File: src/core/rbs_pkg.sv
package rbs_pkg;
  localparam logic [11:0] RBS_BREAK_STANDBY_OFS = 12'h000;
  localparam logic [11:0] RBS_RESET_SOURCE_OFS = 12'h004;
  localparam logic [11:0] RBS_BREAK_FLAG_CTRL_OFS = 12'h00C;
  localparam logic [11:0] RBS_CLOCK_CTRL_OFS = 12'h010;
  localparam logic [11:0] RBS_CAUSE_OFS = 12'h014;
  localparam logic [11:0] RBS_PERIPH_FLAG_OFS = 12'h018;
  // bit positions
  localparam int RBS_STANDBY_EXIT_BIT = 1;
  localparam int RBS_POR_BIT = 7;
  localparam int RBS_PIN_BIT = 6;
  localparam int RBS_WDOG_BIT = 5;
  localparam int RBS_BADOP_BIT = 4;
  localparam int RBS_BADADR_BIT = 3;
  localparam int RBS_LOW_SUPPLY_BIT = 1;
  localparam int RBS_CLEAR_EN_BIT = 7;
  localparam int RBS_BCS_BIT = 0;
  localparam int RBS_OSCEN_BIT = 1;
  // reset values
  localparam logic [7:0] RBS_RESET_SOURCE_POR = 8'h80;
  localparam logic [7:0] RBS_ZERO8 = 8'h00;
  // oscillator on, crystal selected
  localparam logic [1:0] RBS_CLOCK_CTRL_RST = 2'h2;
  localparam logic [1:0] RBS_RESP_OKAY = 2'h0;
  localparam logic [1:0] RBS_RESP_SLVERR = 2'h2;
  typedef enum logic [2:0] {
    RBS_CAUSE_NONE,
    RBS_CAUSE_PIN,
    RBS_CAUSE_WDOG,
    RBS_CAUSE_BADOP,
    RBS_CAUSE_BADADR,
    RBS_CAUSE_LOW_SUPPLY
  } rbs_cause_t;
endpackage

File: src/core/rbs_sync.sv
`timescale 1ns/1ps
module rbs_sync #(
  parameter int WIDTH = 1
) (
  input wire logic aclk,
  input wire logic aresetn,
  input wire logic [WIDTH-1:0] d,
  output logic [WIDTH-1:0] q
);
  logic [WIDTH-1:0] meta_ff;
  always_ff @(posedge aclk) begin
    if (!aresetn) begin
      meta_ff <= '0;
      q <= '0;
    end else begin
      meta_ff <= d;
      q <= meta_ff;
    end
  end
endmodule

File: src/core/rbs_clkdiv.sv
`timescale 1ns/1ps
// base clock enable: a divide-by-two of the chosen source enable
module rbs_clkdiv (
  input wire logic aclk,
  input wire logic aresetn,
  input wire logic osc_en,
  input wire logic pll_sel,
  input wire logic crystal_tick,
  input wire logic vco_tick,
  output logic crystal_clock,
  output logic pll_reference_clock,
  output logic base_clock_output
);
  logic half_ff;
  logic src_tick;
  // crystal only runs while enabled
  assign crystal_clock = osc_en & crystal_tick;
  assign pll_reference_clock = crystal_clock;
  assign src_tick = pll_sel ? vco_tick : crystal_clock;
  always_ff @(posedge aclk) begin
    if (!aresetn) begin
      half_ff <= 1'b0;
      base_clock_output <= 1'b0;
    end else begin
      base_clock_output <= 1'b0;
      if (src_tick) begin
        half_ff <= ~half_ff;
        base_clock_output <= half_ff;
      end
    end
  end
endmodule

File: src/core/rbs_regs.sv
// The register addresses and the AXI4-Lite register port are this design's own decisions.
`timescale 1ns/1ps
// Functional notes
// - break ending stop/wait sets standby flag
// - write zero or reset clears standby flag
// - reset source read clears after returning
// - power-on sets POR, clears others
// - pin reset sets external flag
// - watchdog reset sets watchdog flag
// - undefined opcode reset sets its flag
// - only opcode fetches set bad-address flag
// - low-supply reset sets its flag
// - break clears allowed only with enable
// - enable zero blocks break clears; readable
// - base clock from crystal or vco halves
// - oscillator runs only when enabled
// - flag cleared in break stays cleared
// - two-step clear protected across break entry
module rbs_regs
  import rbs_pkg::*;
#(
  parameter int NFLAGS = 8
) (
  // system
  input wire logic aclk,
  input wire logic aresetn,
  input wire logic por_n,
  // reset cause of the reset just released, valid on release
  input wire logic [2:0] reset_cause,
  input wire logic cause_is_fetch,
  // cpu status pins (asynchronous)
  input wire logic break_state,
  input wire logic standby_exit,
  input wire logic exit_by_break,
  // peripheral flag events
  input wire logic [NFLAGS-1:0] periph_set,
  input wire logic [NFLAGS-1:0] periph_step1,
  input wire logic [NFLAGS-1:0] periph_step2,
  output logic [NFLAGS-1:0] periph_flags,
  output logic clear_allowed,
  // clock generator
  input wire logic crystal_tick,
  input wire logic vco_tick,
  output logic oscillator_enable,
  output logic crystal_clock,
  output logic pll_reference_clock,
  output logic base_clock_output,
  // axi4-lite write address
  input wire logic [11:0] s_axi_awaddr,
  input wire logic s_axi_awvalid,
  output logic s_axi_awready,
  // axi4-lite write data
  input wire logic [31:0] s_axi_wdata,
  input wire logic [3:0] s_axi_wstrb,
  input wire logic s_axi_wvalid,
  output logic s_axi_wready,
  // axi4-lite write response
  output logic [1:0] s_axi_bresp,
  output logic s_axi_bvalid,
  input wire logic s_axi_bready,
  // axi4-lite read address
  input wire logic [11:0] s_axi_araddr,
  input wire logic s_axi_arvalid,
  output logic s_axi_arready,
  // axi4-lite read data
  output logic [31:0] s_axi_rdata,
  output logic [1:0] s_axi_rresp,
  output logic s_axi_rvalid,
  input wire logic s_axi_rready
);
  logic [2:0] stat_s;
  logic brk, stby_exit, exit_brk;
  logic standby_flag_ff, nxt_standby_flag;
  logic [7:0] rsrc_ff, nxt_rsrc;
  logic clear_en_ff;
  logic [1:0] clkctl_ff;
  logic rst_d_ff;
  logic [NFLAGS-1:0] pflag_ff, step1_ff;
  logic [11:0] awaddr_ff;
  logic [31:0] wdata_ff;
  logic [3:0] wstrb_ff;
  logic aw_hold_ff, w_hold_ff;
  logic bvalid_ff, rvalid_ff;
  logic [1:0] bresp_ff, rresp_ff;
  logic [31:0] rdata_ff;

  rbs_sync #(.WIDTH(3)) u_sync (
    .aclk(aclk),
    .aresetn(aresetn),
    .d({break_state, standby_exit, exit_by_break}),
    .q(stat_s)
  );
  assign brk = stat_s[2];
  assign stby_exit = stat_s[1];
  assign exit_brk = stat_s[0];

  // write channel: address and data latched independently
  wire aw_take = s_axi_awvalid & ~aw_hold_ff & ~bvalid_ff;
  wire w_take = s_axi_wvalid & ~w_hold_ff & ~bvalid_ff;
  assign s_axi_awready = ~aw_hold_ff & ~bvalid_ff;
  assign s_axi_wready = ~w_hold_ff & ~bvalid_ff;
  wire wr_go = (aw_hold_ff | aw_take) & (w_hold_ff | w_take);
  wire [11:0] wr_addr = aw_hold_ff ? awaddr_ff : s_axi_awaddr;
  wire [31:0] wr_data = w_hold_ff ? wdata_ff : s_axi_wdata;
  wire [3:0] wr_strb = w_hold_ff ? wstrb_ff : s_axi_wstrb;
  wire wr_lane0 = wr_go & wr_strb[0];
  wire wr_sbs = wr_lane0 & (wr_addr == RBS_BREAK_STANDBY_OFS);
  wire wr_bfc = wr_lane0 & (wr_addr == RBS_BREAK_FLAG_CTRL_OFS);
  wire wr_clk = wr_lane0 & (wr_addr == RBS_CLOCK_CTRL_OFS);
  wire wr_pf = wr_lane0 & (wr_addr == RBS_PERIPH_FLAG_OFS);
  wire wr_hit = (wr_addr == RBS_BREAK_STANDBY_OFS) | (wr_addr == RBS_RESET_SOURCE_OFS) |
                (wr_addr == RBS_BREAK_FLAG_CTRL_OFS) | (wr_addr == RBS_CLOCK_CTRL_OFS) |
                (wr_addr == RBS_CAUSE_OFS) | (wr_addr == RBS_PERIPH_FLAG_OFS);

  // read channel
  assign s_axi_arready = ~rvalid_ff;
  wire rd_go = s_axi_arvalid & ~rvalid_ff;
  wire rd_src = rd_go & (s_axi_araddr == RBS_RESET_SOURCE_OFS);
  wire [NFLAGS-1:0] pflag_rd = pflag_ff;
  logic [31:0] rd_mux;
  logic rd_hit;
  always_comb begin
    rd_mux = 32'h00000000;
    rd_hit = 1'b1;
    unique case (s_axi_araddr)
      RBS_BREAK_STANDBY_OFS: rd_mux[RBS_STANDBY_EXIT_BIT] = standby_flag_ff;
      RBS_RESET_SOURCE_OFS: rd_mux[7:0] = rsrc_ff;
      RBS_BREAK_FLAG_CTRL_OFS: rd_mux[RBS_CLEAR_EN_BIT] = clear_en_ff;
      RBS_CLOCK_CTRL_OFS: rd_mux[1:0] = clkctl_ff;
      RBS_CAUSE_OFS: rd_mux[3:0] = {brk, reset_cause};
      RBS_PERIPH_FLAG_OFS: rd_mux[NFLAGS-1:0] = pflag_rd;
      default: rd_hit = 1'b0;
    endcase
  end

  // break-exit standby flag: hardware set wins over software clear
  always_comb begin
    nxt_standby_flag = standby_flag_ff;
    if (wr_sbs && !wr_data[RBS_STANDBY_EXIT_BIT]) nxt_standby_flag = 1'b0;
    if (stby_exit && exit_brk) nxt_standby_flag = 1'b1;
  end

  // reset source: cause bit OR'd on each edge from the second edge of the system reset through the first edge after its release
  wire rst_released = rst_d_ff;
  always_comb begin
    nxt_rsrc = rsrc_ff;
    if (rd_src) nxt_rsrc = RBS_ZERO8;
    if (rst_released) begin
      unique case (reset_cause)
        RBS_CAUSE_PIN: nxt_rsrc[RBS_PIN_BIT] = 1'b1;
        RBS_CAUSE_WDOG: nxt_rsrc[RBS_WDOG_BIT] = 1'b1;
        RBS_CAUSE_BADOP: nxt_rsrc[RBS_BADOP_BIT] = 1'b1;
        RBS_CAUSE_BADADR: nxt_rsrc[RBS_BADADR_BIT] = nxt_rsrc[RBS_BADADR_BIT] | cause_is_fetch;
        RBS_CAUSE_LOW_SUPPLY: nxt_rsrc[RBS_LOW_SUPPLY_BIT] = 1'b1;
        default: nxt_rsrc = nxt_rsrc;
      endcase
    end
  end

  // peripheral status flags gated by break protection
  assign clear_allowed = ~brk | clear_en_ff;
  genvar gi;
  generate
    for (gi = 0; gi < NFLAGS; gi++) begin : g_flag
      always_ff @(posedge aclk) begin
        if (!aresetn) begin
          pflag_ff[gi] <= 1'b0;
          step1_ff[gi] <= 1'b0;
        end else begin
          // a first step done before break is not honoured while protected
          if (periph_step1[gi] || (wr_pf && wr_data[gi])) begin
            step1_ff[gi] <= 1'b1;
          end
          if (periph_set[gi]) begin
            pflag_ff[gi] <= 1'b1;
          end else if (periph_step2[gi] && step1_ff[gi] && clear_allowed) begin
            pflag_ff[gi] <= 1'b0;
            step1_ff[gi] <= 1'b0;
          end
        end
      end
    end
  endgenerate
  assign periph_flags = pflag_ff;

  // power-on reset is separate from the system reset so causes survive
  always_ff @(posedge aclk) begin
    if (!por_n) begin
      rsrc_ff <= RBS_RESET_SOURCE_POR;
    end else begin
      rsrc_ff <= nxt_rsrc;
    end
  end

  always_ff @(posedge aclk) begin
    if (!aresetn) begin
      rst_d_ff <= 1'b1;
      standby_flag_ff <= 1'b0;
      clear_en_ff <= 1'b0;
      clkctl_ff <= RBS_CLOCK_CTRL_RST;
    end else begin
      rst_d_ff <= 1'b0;
      standby_flag_ff <= nxt_standby_flag;
      if (wr_bfc) clear_en_ff <= wr_data[RBS_CLEAR_EN_BIT];
      if (wr_clk) clkctl_ff <= wr_data[1:0];
    end
  end

  always_ff @(posedge aclk) begin
    if (!aresetn) begin
      aw_hold_ff <= 1'b0;
      w_hold_ff <= 1'b0;
      awaddr_ff <= 12'h000;
      wdata_ff <= 32'h00000000;
      wstrb_ff <= 4'h0;
      bvalid_ff <= 1'b0;
      bresp_ff <= RBS_RESP_OKAY;
    end else if (wr_go) begin
      aw_hold_ff <= 1'b0;
      w_hold_ff <= 1'b0;
      bvalid_ff <= 1'b1;
      bresp_ff <= wr_hit ? RBS_RESP_OKAY : RBS_RESP_SLVERR;
    end else begin
      if (aw_take) begin
        aw_hold_ff <= 1'b1;
        awaddr_ff <= s_axi_awaddr;
      end
      if (w_take) begin
        w_hold_ff <= 1'b1;
        wdata_ff <= s_axi_wdata;
        wstrb_ff <= s_axi_wstrb;
      end
      if (s_axi_bready) bvalid_ff <= 1'b0;
    end
  end

  always_ff @(posedge aclk) begin
    if (!aresetn) begin
      rvalid_ff <= 1'b0;
      rdata_ff <= 32'h00000000;
      rresp_ff <= RBS_RESP_OKAY;
    end else if (rd_go) begin
      rvalid_ff <= 1'b1;
      rdata_ff <= rd_mux;
      rresp_ff <= rd_hit ? RBS_RESP_OKAY : RBS_RESP_SLVERR;
    end else if (s_axi_rready) begin
      rvalid_ff <= 1'b0;
    end
  end

  assign s_axi_bvalid = bvalid_ff;
  assign s_axi_bresp = bresp_ff;
  assign s_axi_rvalid = rvalid_ff;
  assign s_axi_rdata = rdata_ff;
  assign s_axi_rresp = rresp_ff;
  assign oscillator_enable = clkctl_ff[RBS_OSCEN_BIT];

  rbs_clkdiv u_clkdiv (
    .aclk(aclk),
    .aresetn(aresetn),
    .osc_en(clkctl_ff[RBS_OSCEN_BIT]),
    .pll_sel(clkctl_ff[RBS_BCS_BIT]),
    .crystal_tick(crystal_tick),
    .vco_tick(vco_tick),
    .crystal_clock(crystal_clock),
    .pll_reference_clock(pll_reference_clock),
    .base_clock_output(base_clock_output)
  );
endmodule

File: config.mk
export PLATFORM = sky130hd
export DESIGN_NAME = rbs_regs
export DESIGN_NICKNAME = d
export VERILOG_FILES = /design/src/core/rbs_pkg.sv /design/src/core/rbs_sync.sv /design/src/core/rbs_clkdiv.sv /design/src/core/rbs_regs.sv
export SDC_FILE = /design/constraint.sdc
export NUM_CORES = 1
export LEC_CHECK = 0
export ABC_AREA = 1
export BUFFER_PORTS_ARGS = -buffer_cell sky130_fd_sc_hd__buf_2
export CORE_UTILIZATION = 45
export DETAILED_ROUTE_END_ITERATION = 10
export GPL_TIMING_DRIVEN = 0
export PLACE_DENSITY = 0.81
export SLEW_MARGIN = 30
export SYNTH_ARGS = -nofsm -noshare
export SYNTH_HDL_FRONTEND = slang
export SYNTH_SLANG_ARGS = --single-unit
export TNS_END_PERCENT = 1
File: constraint.sdc
create_clock -name aclk -period 2.95 [get_ports aclk]
set_input_delay 0.4425 -clock aclk [delete_from_list [all_inputs] [get_ports aclk]]
set_output_delay 0.4425 -clock aclk [all_outputs]
set_load 0.05 [all_outputs]
Yosys cells after proc, flatten, opt, wreduce, memory -nomap -nowiden

Cells that the tools add are included.
Widths: inputs -> output; s select.

Reductions and logical operators: 53
Bitwise logic cells: 32
Eq/ne operators: 15
Muxes and demuxes: 66

Operator list:

| cell                | number |
|---|---|
| $eq 12x5->1 const B | 6 |
| $mux 1              | 55 |
| $logic_and 1x1->1   | 26 |
| $eq 12x3->1 const B | 2 |
| $eq 12x4->1 const B | 2 |
| $logic_not 12->1    | 2 |
| $reduce_bool 2->1   | 11 |
| $mux 8              | 2 |
| $and 1x1->1         | 15 |
| $mux 12             | 1 |
| $or 1x1->1          | 9 |
| $logic_or 1x1->1    | 8 |
| $not 1->1           | 8 |
| $mux 7              | 1 |
| $eq 3x2->1 const B  | 2 |
| $eq 3x3->1 const B  | 2 |
| $pmux 2 s3          | 1 |
| $pmux 3 s2          | 1 |
| $reduce_and 2->1    | 3 |
| $reduce_or 6->1     | 1 |
| $pmux 1 s5          | 1 |
| $mux 2              | 2 |
| $pmux 1 s4          | 1 |
| $eq 3x1->1 const B  | 1 |
| 3 further kinds     | 3 |

Bits of input ports: 101
Word-level logic and storage cells: 201
Flip-flop bits (word level): 74
Output and inout bits: 54

Depth between registers and ports, before layout

Depth in word-level cells: 12
Mapped depth: 10
Mapped depth without buffers: 10

Modules after synthesis

Synthesis repeated with hierarchy kept, for this count alone.

Cell total of the unflattened synthesis: 524
Area, all modules: 3582.2 um2

Modules (own cells, without submodules):

| module     | area each (um2) | times used | cells an instance | seq. area each (um2) |
|---|---|---|---|---|
| rbs_regs   | 3311.9          | 1          | 491               | 1241.2 |
| rbs_sync   | 165.2           | 1          | 18                | 120.1 |
| rbs_clkdiv | 105.1           | 1          | 15                | 40.0 |

Worst setup path before layout

OpenSTA, ideal clock, no wires.

Path type: flip-flop to output port
From: register clkctl_ff[1]
To: output pll_reference_clock
Stages on the path, launching flop included: 4
Required time: 2.508 ns
Data arrival time: 1.401 ns
Path slack: 1.106 ns
Buffers on the path: 1
Cell sequence: dfxtp_1 -> nand2_1 -> inv_1 -> buf_4

Word-level cells in the longest chain between the ends: 1

Ends and longest elaborated chain:

| element                | RTL line         | source |
|---|---|---|
| from (decl)            | rbs_regs.sv:76   | `logic [1:0] clkctl_ff;` |
| from (signal assigned) | rbs_regs.sv:205  | `if (wr_clk) clkctl_ff <= wr_data[1:0];` |
| $and 1x1->1            | rbs_clkdiv.sv:17 | `assign crystal_clock = osc_en & crystal_tick;` |
| to (decl)              | rbs_regs.sv:46   | `output logic pll_reference_clock,` |

Every way passes these cells.

Worst setup path in the final report

From: register u_sync.q[2]
To: output clear_allowed

Word-level cells in the longest chain between the ends: 2

Ends and longest elaborated chain:

| element                | RTL line        | source |
|---|---|---|
| from (decl)            | rbs_sync.sv:8   | `output logic [WIDTH-1:0] q` |
| from (signal assigned) | rbs_sync.sv:17  | `q <= meta_ff;` |
| $not 1->1              | rbs_regs.sv:161 | `assign clear_allowed = ~brk \| clear_en_ff;` |
| $or 1x1->1             | rbs_regs.sv:161 |  |
| to (decl)              | rbs_regs.sv:40  | `output logic clear_allowed,` |

Every way passes these cells.

==> results_dict.tcl <==
set metrics [dict create \
    criticalPathCategory "flip-flop to output pin" \
    overflow 0 \
    run_status "complete, no violations" \
    start_util 0.477 \
    totalWireLength_mm 8.62 \
    clk_pin_slew_ns 0.08 \
    insertion_delay_ns 0.34 \
    maxSlewHeadroom 0.539 \
    firstDrtPassIters 5 \
    rsz0062_at_grt "false" \
    cp.arrival_ns 1.55 \
    syn_area_um2 3530 \
    cts_hold_buffers 0 \
    dp_hpwl_mm 6.86 \
    place_congestion 0.839 \
    cts_buffer_depth 2 \
    nets 743 \
    min_period_ns 2.00 \
    yosys_warnings 0 \
    drc 0 \
    syn_inst 506 \
    fin_worst_skew_ns 0.0101 \
    num_io_pins 155 \
    cts_buffers 9 \
    endpoint_kind "output pin" \
    cp_max_fo 9 \
    hold_viol 0 \
    avgSynthCellArea_um2 6.99 \
    insertedDiodeCount 0 \
    drt_first_iter_violations 218 \
    vias 3494 \
    ys_ff_latch 70 \
    slew_viol_final 0 \
    drive_above_1_share 0.288 \
    synth_top_area_frac 0.396 \
    required_ns 2.51 \
    cts_sinks 70 \
    core-area_um2 7410 \
    yosys-top-cells-area "dfxtp_1 40%, nor2_1 11%, nand2_1 11%" \
    tightest_slew_ns 0.689 \
    tritoncts "built" \
    root_buffer "clkbuf_8" \
    max_freq_ghz 0.501 \
    setup_viol 0 \
    wl_per_cell_um 11.6 \
    leakagePower_uw 0.00230 \
    hold_class "input pin to flip-flop" \
    viasPerCell 4.69 \
    die_x_um 90.6 \
    post-route-period-util 0.677 \
    portBuffers 100 \
    powerDensity_nw_per_um2 573 \
    synthDistinctLibCells 34 \
    grt_usage 0.215 \
    crit_path_start_kind "flip-flop" \
    finalSetupTns_ns 0 \
    post_cts_buffers 0 \
    grt_max_degree 13 \
    grt_pass1_vias 3257 \
    area_delta_synth_final_pct 27.0 \
    seqCellArea_um2 1400 \
    maxCapViolCount 0 \
    ir_drop_mv 0.269 \
    die_area_um2 8210 \
    antenna_found_initial 0 \
    drtAntennaViolNets 0 \
    rows 31 \
    htree_levels 3 \
    cts_resized 0 \
    fin_hold_ws_ns 0.273 \
    ys_seq_area_frac 0.396 \
    multi_input_comb_area_um2 1760 \
    yosysTopAreaCell "dfxtp_1" \
    grt_pass1_wl_mm 14.3 \
    die_h_um 90.6 \
    fillCellCount 684 \
]
[stage by stage]
stage	utilization	area [µm²]	setup slack, ns	power [µW]	std cells
2_1_floorplan	-	3630	1.11	1530	531
3_3_place_gp	0.574	4250	1.25	1660	730
3_5_place_dp	0.574	4250	1.21	1680	730
4_1_cts	0.606	4490	0.950	2580	745
5_1_grt	0.606	4490	0.773	2690	745
6_report	0.606	4490	0.953	2570	745
[cell type report]
cell class	instances	share of cell area
multi-input combinational	370	0.392
timing repair buffer	100	0.112
clock buffer	9	0.0276
buffer	37	0.0591
tap	99	0.0276
clock inverter	6	0.0248
sequential	70	0.312
inverter	54	0.0452
[power breakdown]
| part | internal [µW] | total, µW | switching (µW) |
|---|---|---|---|
| logic | 179 | 589 | 410 |
| registers | 1020 | 1070 | 45.6 |
| clock network | 557 | 913 | 356 |
| total | 1760 | 2570 | 812 |
[flip-flops by register name, summed over array words and instances, names as in the netlist, 2 cells and up]
register        cells
awaddr_ff          12
periph_flags        8
s_axi_rdata         8
step1_ff            8
wdata_ff            8
rsrc_ff             6
u_sync.meta_ff      3
u_sync.q            3
clkctl_ff           2
[Yosys cell counts]
master	n
dfxtp_1	70
buf_8	1
nand3b_4	1
nand3_1	22
nand3_2	9
inv_2	6
o2111ai_1	1
o21ai_2	2
a21oi_2	8
inv_1	48
nor2_8	1
clkbuf_1	5
nor2_4	3
nand2_2	5
a21o_1	1
o21ai_0	35
nand3b_1	9
mux2i_1	1
nor3_1	2
buf_2	2
buf_4	28
nor2_2	3
nor2_1	105
conb_1	1
nand4_1	8
o21a_1	1
o21ai_1	3
a21oi_1	18
o21bai_1	1
nor3_2	1
buf_6	1
a31oi_1	1
nand2_1	102
o31ai_1	1
[cells by family (layout without fill, tap and decap cells)]
group                  after synthesis  after routing  share of synthesized area
and+or+nand+nor                    271            271                      0.350
other                                1             26                    0.00106
muxes                                1              1                    0.00283
AOI/OAI and AO/OA                   72             72                      0.117
buffers and inverters               91            206                      0.132
DFF                                 70             70                      0.396
[cell usage in the layout (no fill, tap or decap), drive strengths merged]
master | Yosys | final
a31oi | 1 | 1
bufinv | 0 | 3
o21ai | 40 | 40
o21a | 1 | 1
o31ai | 1 | 1
nor3 | 3 | 3
clkbuf | 5 | 14
nand3 | 31 | 31
clkinv | 0 | 2
mux2i | 1 | 1
a21oi | 26 | 26
nor2 | 112 | 112
o2111ai | 1 | 1
conb | 1 | 26
dfxtp | 70 | 70
inv | 54 | 54
clkinvlp | 0 | 1
nand2 | 107 | 107
buf | 32 | 132
nand3b | 10 | 10
o21bai | 1 | 1
nand4 | 8 | 8
a21o | 1 | 1
[routing by layer]
metal	vias to the layer above	global-route usage	wire (µm)
met4	0	0.0659	126
met1	1519	0.255	3610
met3	15	0.0522	628
li1	1833	-	-
met5	-	0	0
met2	127	0.381	4250
[final timing paths]
path,startpoint,endpoint,slack [ns],depth (start not counted)
setup / recovery,u_sync.q[2]$_SDFF_PN0_,clear_allowed,0.95,4
hold / removal,por_n,rsrc_ff[7]$_SDFFE_PN1P_,0.27,2
hold reg to reg,u_sync.meta_ff[0]$_SDFF_PN0_,u_sync.q[0]$_SDFF_PN0_,0.43,2
setup reg to reg,s_axi_bvalid$_SDFFE_PN0P_,clkctl_ff[0]$_SDFFE_PN0P_,1.48,6
[worst max-delay path, cell delays in order (launching register included)]
cell	delay [ns]
dfxtp_1	0.34
inv_1	0.05
nor2_1	0.52
inv_1	0.07
buf_2	0.23
Power figures use the tool's default switching activity.
